### src/design/alu_pkg.sv
// Constants and types shared by the closing-group ALU datapath.
// Assumes one 200 MHz clock and an asynchronous active-low reset.
package alu_pkg;

	// ==========================================================
	// Operation codes presented by the instruction decoder
	typedef enum logic [3:0] {
		op_none_type_val         = 4'h0,
		literal_minus_acc_op     = 4'h1,
		file_minus_acc_op        = 4'h2,
		file_minus_acc_borrow_op = 4'h3,
		nibble_exchange_op       = 4'h4,
		literal_xor_acc_op       = 4'h5,
		file_xor_acc_op          = 4'h6,
		direction_load_op        = 4'h7,
		sleep_op                 = 4'h8
	} op_type;

	// ==========================================================
	// Execution states, Gray coded along run -> sleep -> wake
	typedef enum logic [1:0] {
		st_run   = 2'b00,
		st_sleep = 2'b01,
		st_wake  = 2'b11
	} state_type;

	// ==========================================================
	// Widths, operand codes and reset values
	localparam int DATA_W            = 8;
	localparam int FILE_ADDR_W       = 7;
	localparam logic [6:0] DIR_A_SEL = 7'h05;
	localparam logic [6:0] DIR_B_SEL = 7'h06;
	localparam logic [6:0] DIR_C_SEL = 7'h07;
	localparam logic [7:0] ACC_RST   = 8'h00;
	localparam logic [7:0] DIR_RST   = 8'hff;
	localparam logic       DEST_ACC  = 1'b0;
	localparam logic [7:0] WDT_CLR   = 8'h00;
	localparam logic [7:0] PRE_CLR   = 8'h00;

endpackage

### src/design/sub_core.sv
// Eight-bit subtractor with nibble borrow output, a - b - borrow.
// Purely combinational; used by the ALU datapath on the same clock.
`timescale 1ns/100ps
module sub_core (
	input  wire logic [7:0] a,
	input  wire logic [7:0] b,
	input  wire logic       borrow_in,
	output logic      [7:0] diff,
	output logic            carry_out,
	output logic            nibble_carry_out
);
	import alu_pkg::*;

	// ==========================================================
	// Add a to the ones complement of b; carry high means no borrow
	logic [8:0] full_sum;
	logic [4:0] low_sum;
	assign full_sum         = {1'b0, a} + {1'b0, ~b} + {8'h00, ~borrow_in};
	assign low_sum          = {1'b0, a[3:0]} + {1'b0, ~b[3:0]} + {4'h0, ~borrow_in};
	assign diff             = full_sum[7:0];
	assign carry_out        = full_sum[8];
	assign nibble_carry_out = low_sum[4];
endmodule

### src/design/alu_ops.sv
// Execution datapath for subtract, swap, exclusive OR, direction load and sleep.
// Assumes the decoder holds op_code, operands and exec_valid for one cycle.
//
// How it works
// [RULE1] Literal-minus-acc writes k minus the accumulator into the accumulator and sets carry and nibble carry when no borrow.
// [RULE2] File-minus-acc subtracts the accumulator from the file operand (address 0..127) and updates carry, nibble carry and zero.
// [RULE3] File operations send the result to the accumulator when dest is 0 and back to the file register when dest is 1.
// [RULE4] Subtract with borrow also takes away the inverted carry flag and routes and flags like the plain subtract.
// [RULE5] Nibble exchange swaps the two halves of the file operand, routes by dest and leaves every flag alone.
// [RULE6] Literal XOR stores acc xor k in the accumulator and updates only the zero flag.
// [RULE7] File XOR routes acc xor file by dest and updates only the zero flag.
// [RULE8] Direction load copies the accumulator into direction A, B or C for operand 5, 6 or 7 with no flag change.
// [RULE9] Sleep clears the watchdog counter and prescaler, sets the timeout status and clears the power-down status.
// [RULE10] After the status update sleep halts execution and stops the oscillator until a wake event.
// [RULE11] Zero is set when the eight-bit result is zero and cleared otherwise.
`timescale 1ns/100ps
module alu_ops (
	input  wire logic                clk,
	input  wire logic                arst_n,
	input  wire logic                exec_valid,
	input  wire alu_pkg::op_type     op_code,
	input  wire logic [7:0]          literal_k,
	input  wire logic [6:0]          file_addr,
	input  wire logic                dest_bit,
	input  wire logic [7:0]          file_rdata,
	input  wire logic                wake_event,
	output logic      [7:0]          acc,
	output logic                     carry_flag,
	output logic                     nibble_borrow_not_bit,
	output logic                     zero_flag,
	output logic                     file_we,
	output logic      [6:0]          file_waddr,
	output logic      [7:0]          file_wdata,
	output logic      [7:0]          port_a_direction,
	output logic      [7:0]          port_b_direction,
	output logic      [7:0]          port_c_direction,
	output logic      [7:0]          watchdog_counter,
	output logic      [7:0]          watchdog_prescaler,
	output logic                     timeout_status,
	output logic                     powerdown_status,
	output logic                     exec_halted,
	output logic                     osc_run
);
	import alu_pkg::*;

	// ==========================================================
	// State
	state_type  state_reg, state_next;
	logic [7:0] acc_reg, dira_reg, dirb_reg, dirc_reg, wdt_reg, pre_reg, fwd_reg;
	logic [6:0] fwa_reg;
	logic       fwe_reg, c_reg, dc_reg, z_reg, to_reg, pd_reg;

	// ==========================================================
	// Operand selection and subtractor
	wire        is_lit_sub  = op_code == literal_minus_acc_op;
	wire        is_sub      = op_code == file_minus_acc_op;
	wire        is_subb     = op_code == file_minus_acc_borrow_op;
	wire        is_swap     = op_code == nibble_exchange_op;
	wire        is_xorl     = op_code == literal_xor_acc_op;
	wire        is_xorf     = op_code == file_xor_acc_op;
	wire        is_dir      = op_code == direction_load_op;
	wire        is_sleep    = op_code == sleep_op;
	wire        running     = state_reg == st_run;
	wire        go          = exec_valid && running; // RULE10
	wire [7:0]  minuend     = is_lit_sub ? literal_k : file_rdata; // RULE1 RULE2
	wire        borrow_in   = is_subb ? ~c_reg : 1'b0; // RULE4
	wire [7:0]  diff;
	wire        sub_c, sub_dc;

	sub_core u_sub (
		.a                (minuend),
		.b                (acc_reg),
		.borrow_in        (borrow_in),
		.diff             (diff),
		.carry_out        (sub_c),
		.nibble_carry_out (sub_dc)
	);

	// ==========================================================
	// Result, routing and flag decode
	wire        any_sub   = is_lit_sub || is_sub || is_subb;
	wire        file_op   = is_sub || is_subb || is_swap || is_xorf;
	wire [7:0]  result    = any_sub ? diff :
	                        is_swap ? {file_rdata[3:0], file_rdata[7:4]} : // RULE5
	                        is_xorl ? (acc_reg ^ literal_k) : // RULE6
	                        (acc_reg ^ file_rdata); // RULE7
	wire        res_valid = go && (any_sub || is_swap || is_xorl || is_xorf);
	wire        to_file   = go && file_op && dest_bit != DEST_ACC; // RULE3
	wire        to_acc    = res_valid && !to_file; // RULE3
	wire        upd_cdc   = go && any_sub; // RULE1 RULE2 RULE4
	wire        upd_z     = go && (any_sub || is_xorl || is_xorf);
	wire        z_val     = result == 8'h00; // RULE11
	wire        sleep_go  = go && is_sleep;

	// ==========================================================
	// Sleep state machine: halts until a wake event
	always_comb begin
		state_next = state_reg;
		unique case (state_reg)
			st_run:   if (sleep_go) state_next = st_sleep; // RULE10
			st_sleep: if (wake_event) state_next = st_wake;
			st_wake:  state_next = st_run;
		endcase
	end

	// ==========================================================
	// Accumulator and flags
	always_ff @(posedge clk or negedge arst_n) begin
		if (!arst_n) begin
			acc_reg <= ACC_RST;
			c_reg   <= 1'b0;
			dc_reg  <= 1'b0;
			z_reg   <= 1'b0;
		end else begin
			if (to_acc) acc_reg <= result;
			if (upd_cdc) c_reg <= sub_c;
			if (upd_cdc) dc_reg <= sub_dc;
			if (upd_z) z_reg <= z_val; // RULE11
		end
	end

	// ==========================================================
	// File write-back port
	always_ff @(posedge clk or negedge arst_n) begin
		if (!arst_n) begin
			fwe_reg <= 1'b0;
			fwa_reg <= 7'h00;
			fwd_reg <= 8'h00;
		end else begin
			fwe_reg <= to_file;
			if (to_file) fwa_reg <= file_addr;
			if (to_file) fwd_reg <= result;
		end
	end

	// ==========================================================
	// Direction registers
	always_ff @(posedge clk or negedge arst_n) begin
		if (!arst_n) begin
			dira_reg <= DIR_RST;
			dirb_reg <= DIR_RST;
			dirc_reg <= DIR_RST;
		end else begin
			if (go && is_dir && file_addr == DIR_A_SEL) dira_reg <= acc_reg; // RULE8
			if (go && is_dir && file_addr == DIR_B_SEL) dirb_reg <= acc_reg; // RULE8
			if (go && is_dir && file_addr == DIR_C_SEL) dirc_reg <= acc_reg; // RULE8
		end
	end

	// ==========================================================
	// Watchdog clear and power status on sleep
	always_ff @(posedge clk or negedge arst_n) begin
		if (!arst_n) begin
			wdt_reg   <= WDT_CLR;
			pre_reg   <= PRE_CLR;
			to_reg    <= 1'b1;
			pd_reg    <= 1'b1;
			state_reg <= st_run;
		end else begin
			state_reg <= state_next;
			if (sleep_go) begin
				wdt_reg <= WDT_CLR; // RULE9
				pre_reg <= PRE_CLR; // RULE9
				to_reg  <= 1'b1;    // RULE9
				pd_reg  <= 1'b0;    // RULE9
			end else if (osc_run) begin
				{wdt_reg, pre_reg} <= {wdt_reg, pre_reg} + 16'h0001;
			end
		end
	end

	// ==========================================================
	// Outputs
	assign acc                   = acc_reg;
	assign carry_flag            = c_reg;
	assign nibble_borrow_not_bit = dc_reg;
	assign zero_flag             = z_reg;
	assign file_we               = fwe_reg;
	assign file_waddr            = fwa_reg;
	assign file_wdata            = fwd_reg;
	assign port_a_direction      = dira_reg;
	assign port_b_direction      = dirb_reg;
	assign port_c_direction      = dirc_reg;
	assign watchdog_counter      = wdt_reg;
	assign watchdog_prescaler    = pre_reg;
	assign timeout_status        = to_reg;
	assign powerdown_status      = pd_reg;
	assign exec_halted           = !running;
	assign osc_run               = running; // RULE10

	// ==========================================================
	// Checks
	lit_sub_a: assert property (@(posedge clk) disable iff (!arst_n) // RULE1
		go && is_lit_sub |=> acc == $past(literal_k) - $past(acc_reg)
		&& carry_flag == ($past(acc_reg) <= $past(literal_k)))
		else $error("literal subtract wrong");
	file_sub_a: assert property (@(posedge clk) disable iff (!arst_n) // RULE2
		go && is_sub |=> carry_flag == ($past(acc_reg) <= $past(file_rdata)))
		else $error("file subtract carry wrong");
	dest_file_a: assert property (@(posedge clk) disable iff (!arst_n) // RULE3
		go && file_op && dest_bit |=> file_we && acc == $past(acc_reg))
		else $error("dest routing wrong");
	borrow_a: assert property (@(posedge clk) disable iff (!arst_n) // RULE4
		go && is_subb && !dest_bit |=> acc == $past(file_rdata) - $past(acc_reg) - {7'h00, !$past(c_reg)})
		else $error("borrow subtract wrong");
	swap_a: assert property (@(posedge clk) disable iff (!arst_n) // RULE5
		go && is_swap |=> $stable(zero_flag) && $stable(carry_flag) && $stable(nibble_borrow_not_bit))
		else $error("swap touched flags");
	xorl_a: assert property (@(posedge clk) disable iff (!arst_n) // RULE6
		go && is_xorl |=> acc == ($past(acc_reg) ^ $past(literal_k)) && $stable(carry_flag))
		else $error("literal xor wrong");
	xorf_a: assert property (@(posedge clk) disable iff (!arst_n) // RULE7
		go && is_xorf && dest_bit |=> file_wdata == ($past(acc_reg) ^ $past(file_rdata)))
		else $error("file xor wrong");
	dir_b_a: assert property (@(posedge clk) disable iff (!arst_n) // RULE8
		go && is_dir && file_addr == DIR_B_SEL |=> port_b_direction == $past(acc_reg) && $stable(zero_flag))
		else $error("direction load wrong");
	sleep_stat_a: assert property (@(posedge clk) disable iff (!arst_n) // RULE9
		sleep_go |=> timeout_status && !powerdown_status && watchdog_counter == 8'h00)
		else $error("sleep status wrong");
	sleep_halt_a: assert property (@(posedge clk) disable iff (!arst_n) // RULE10
		sleep_go ##1 !wake_event |=> exec_halted && !osc_run)
		else $error("sleep did not halt");
	zero_a: assert property (@(posedge clk) disable iff (!arst_n) // RULE11
		upd_z |=> zero_flag == ((file_we ? file_wdata : acc) == 8'h00))
		else $error("zero flag wrong");
	sleep_c: cover property (@(posedge clk) sleep_go ##[1:5] wake_event);
	subb_c: cover property (@(posedge clk) go && is_subb && !c_reg);
	swap_c: cover property (@(posedge clk) go && is_swap && dest_bit);
endmodule

### config.mk
export PLATFORM = sky130hd
export DESIGN_NAME = alu_ops
export DESIGN_NICKNAME = d
export VERILOG_FILES = /design/src/design/alu_pkg.sv /design/src/design/sub_core.sv /design/src/design/alu_ops.sv
export SDC_FILE = /design/constraint.sdc
export NUM_CORES = 1
export LEC_CHECK = 0
export ABC_AREA = 1
export BUFFER_PORTS_ARGS = -buffer_cell sky130_fd_sc_hd__buf_2
export CAP_MARGIN = 20
export CORE_UTILIZATION = 37
export CTS_BUF_LIST = sky130_fd_sc_hd__clkbuf_8
export DETAILED_ROUTE_END_ITERATION = 6
export HOLD_SLACK_MARGIN = 0.1
export PLACE_DENSITY = 0.65
export SLEW_MARGIN = 15
export SYNTH_ARGS = -nofsm -noshare
export SYNTH_HDL_FRONTEND = slang
export SYNTH_SLANG_ARGS = --single-unit
### constraint.sdc
create_clock -name clk -period 6.2 [get_ports clk]
set_clock_uncertainty 0.05 [all_clocks]
set_input_delay 0.93 -clock clk [delete_from_list [all_inputs] [get_ports clk]]
set_output_delay 0.93 -clock clk [all_outputs]
set_load 0.02 [all_outputs]
==> results.json <==
{
  "crit_family": "simple AND/OR/NAND/NOR gates",
  "synth_edf_count": 0,
  "cap_violations": 0,
  "critPathMaxStageDelay_ps": 440,
  "vias": 3746,
  "critical-path-slowest-cell": "fa_1",
  "syn_nets": 538,
  "start_kind": "input pin",
  "die_h_um": 104.1,
  "grt_pass1_vias": 3656,
  "port_buffers": 101,
  "tightest_slew_ps": 905.1,
  "ctsHoldBuffers": 0,
  "worstReg2RegEnd": "file_wdata[3]",
  "required_ps": 6430,
  "power.total_w": 0.001986,
  "status": "finished, final reports clean",
  "synth_async_sr_flop_share_pct": 100.0,
  "routabilityCongestion": 0.9154,
  "antenna_found_initial": 0,
  "powerDensity_nw_per_um2": 423.8,
  "critical_path_depth": 17,
  "syn_inst": 496,
  "die_area_um2": 10830,
  "synth_top_area_share_pct": 29.20,
  "gr-usage-all-layers_pct": 21.08,
  "endpoint": "zero_flag",
  "crit_fanout": 16,
  "layout-drive-gt1-share_pct": 26.91,
  "dp_hpwl_um": 8209,
  "stdcell_area_um2": 4686,
  "synth-seq-cells": 70,
  "row_count": 36,
  "fmax_mhz": 286.9,
  "cp-startpoint": "op_code[0]",
  "postCtsSetupBuffers": 0,
  "clock-sinks": 70,
  "synth.most_common_cell": "nand2_1",
  "r2r_start": "state_reg[0]",
  "synthTopCellsByCount": "nand2_1 (148), nand3_1 (54), inv_1 (49), o21ai_0 (47), dfrtp_1 (45)",
  "wl_um": 11040,
  "critPathCaptureType": "flip-flop",
  "ant_nets": 0,
  "cp.arrival_ps": 3710,
  "ys.flop_type": "dfrtp_1",
  "insertedDiodeCount": 0,
  "placed_area_um2": 4458,
  "grt_overflow": 0,
  "cts.repair.resized": 0,
  "crit_buf_inv": 3,
  "final.setup.tns_ps": 0,
  "cts_made_buffers": 9,
  "finalHoldViolCount": 0,
  "cts-root-buf": "clkbuf_8",
  "fin_nets": 639,
  "insertion_delay_ps": 360,
  "ys_seq_area_share_pct": 46.24,
  "initial_core_util_pct": 38.74,
  "htreeDepth": 3,
  "fin_cells": 735,
  "min_path_type": "flip-flop to flip-flop",
  "postLayoutCoreUtil_pct": 47.07,
  "irDropWorstVdd_v": 0.0002070,
  "synth_top_area_cell": "dfrtp_1",
  "yosysWarnings": 0,
  "drc": 0,
  "worstSetupPathType": "input pin to flip-flop",
  "period_share_pct": 56.22,
  "grt_first_pass_wirelength_um": 18150,
  "syn2layout_area_growth_pct": 21.51,
  "reg2reg_depth": 8,
  "chipWidth_um": 104.1,
  "pin_count": 103,
  "synth.cell_area_um2": 3856,
  "cts_buffer_depth": 2,
  "synthTopCellsByArea": "dfrtp_1 (29%), dfstp_2 (17%), nand2_1 (14%)",
  "drt-initial-drc-count": 281,
  "cts_tree": "yes",
  "drtPass1Iterations": 5,
  "core_area_um2": 9955,
  "grt_max_degree": 71,
  "min_period_ps": 3486,
  "clk_pin_slew_ps": 80,
  "synth_cell_types": 43,
  "relSlewSlack_pct": 39.66,
  "avgRoutedWirePerCell_um": 15.03,
  "avgSynthCellArea_um2": 7.775,
  "finalSetupViolCount": 0,
  "drt-vias-per-instance": 5.097,
  "power.leakage_nw": 2.417,
  "r2r_slack_ps": 3450,
  "rsz0062_at_grt": "no",
  "finalMaxSlewViolations": 0,
  "placedCellCount": 719,
  "path_cells": "buf_2 -> inv_2 -> nor2_4 -> nand2_1 -> nand2_1 -> nand2_1 -> fa_1 -> fa_1 -> nand3_1 -> nand2_1 -> nand3_1 -> nand3_1 -> nand3_1 -> nand2_1 -> inv_1 -> nand3_1 -> o21bai_1"
}
## cells by family after synthesis
| group | Yosys count | share of synthesized area [%] |
|---|---|---|
| compound gates | 90 | 12.43 |
| flops | 70 | 46.24 |
| other cells | 1 | 0.09725 |
| xor+xnor | 1 | 0.2272 |
| simple gates | 256 | 29.69 |
| fa+ha+maj | 10 | 3.634 |
| buf+inv | 67 | 7.397 |
| mux | 1 | 0.2920 |
## stage by stage
step	setup slack, ps	hold slack, ps
6_report	2714	393.5
5_1_grt	2445	411.3
4_1_cts	2783	394.8
3_5_place_dp	2416	381.7
3_3_place_gp	2527	380.2
2_1_floorplan	2954	376.1
## area by class of cell
| type | count | area (um2) |
|---|---|---|
| clock buffers | 9 | 123.9 |
| clock inverters | 7 | 103.9 |
| fillers | 1000 | 5269 |
| inverters | 55 | 207.7 |
| multi-input cells | 359 | 1788 |
| flip-flops and latches | 70 | 1783 |
| well taps | 133 | 166.4 |
| repair buffers | 102 | 513.0 |
## tightest hold or removal path: cells and delay by family (launching register included)
family | cells | cell delay (ps)
buffers and inverters | 1 | 40
DFF | 1 | 370
and+or+nand+nor | 1 | 40
## placed cells by master (no fill, tap or decap), types with 9 or more instances in the layout
cell type,n
dfrtp_1,45
dfstp_2,25
a21oi_1,15
nor2_1,22
buf_2,101
o21ai_0,47
o21ai_1,14
clkbuf_8,9
nand3_1,54
nand2_1,148
inv_1,49
## per-layer routing
metal | global-route usage [%] | routed length (um)
met1 | 27.81 | 4780
met4 | 7.755 | 249
met2 | 33.81 | 5189
met3 | 4.699 | 824
met5 | 0 | 0
## how the worst min path moves through the flow
| stage | from | endpoint | cells past startpoint |
|---|---|---|---|
| 3_3_place_gp | powerdown_status | powerdown_status | 2 |
| 6_report | powerdown_status | powerdown_status | 2 |
| 4_1_cts | powerdown_status | powerdown_status | 2 |
| 3_5_place_dp | powerdown_status | powerdown_status | 2 |
| 5_1_grt | powerdown_status | powerdown_status | 2 |
| 2_1_floorplan | state_reg[0] | state_reg[0] | 1 |
## where the power goes
part | switching [W] | leakage (nW) | internal (W) | total [W]
Sequential | 0.000103 | 0.832 | 0.000585 | 0.000687
Combinational | 0.000592 | 1.47 | 0.000271 | 0.000863
Clock | 0.000202 | 0.117 | 0.000233 | 0.000435
Total | 0.000897 | 2.42 | 0.00109 | 0.00199
(Power assumes the default switching activity.)
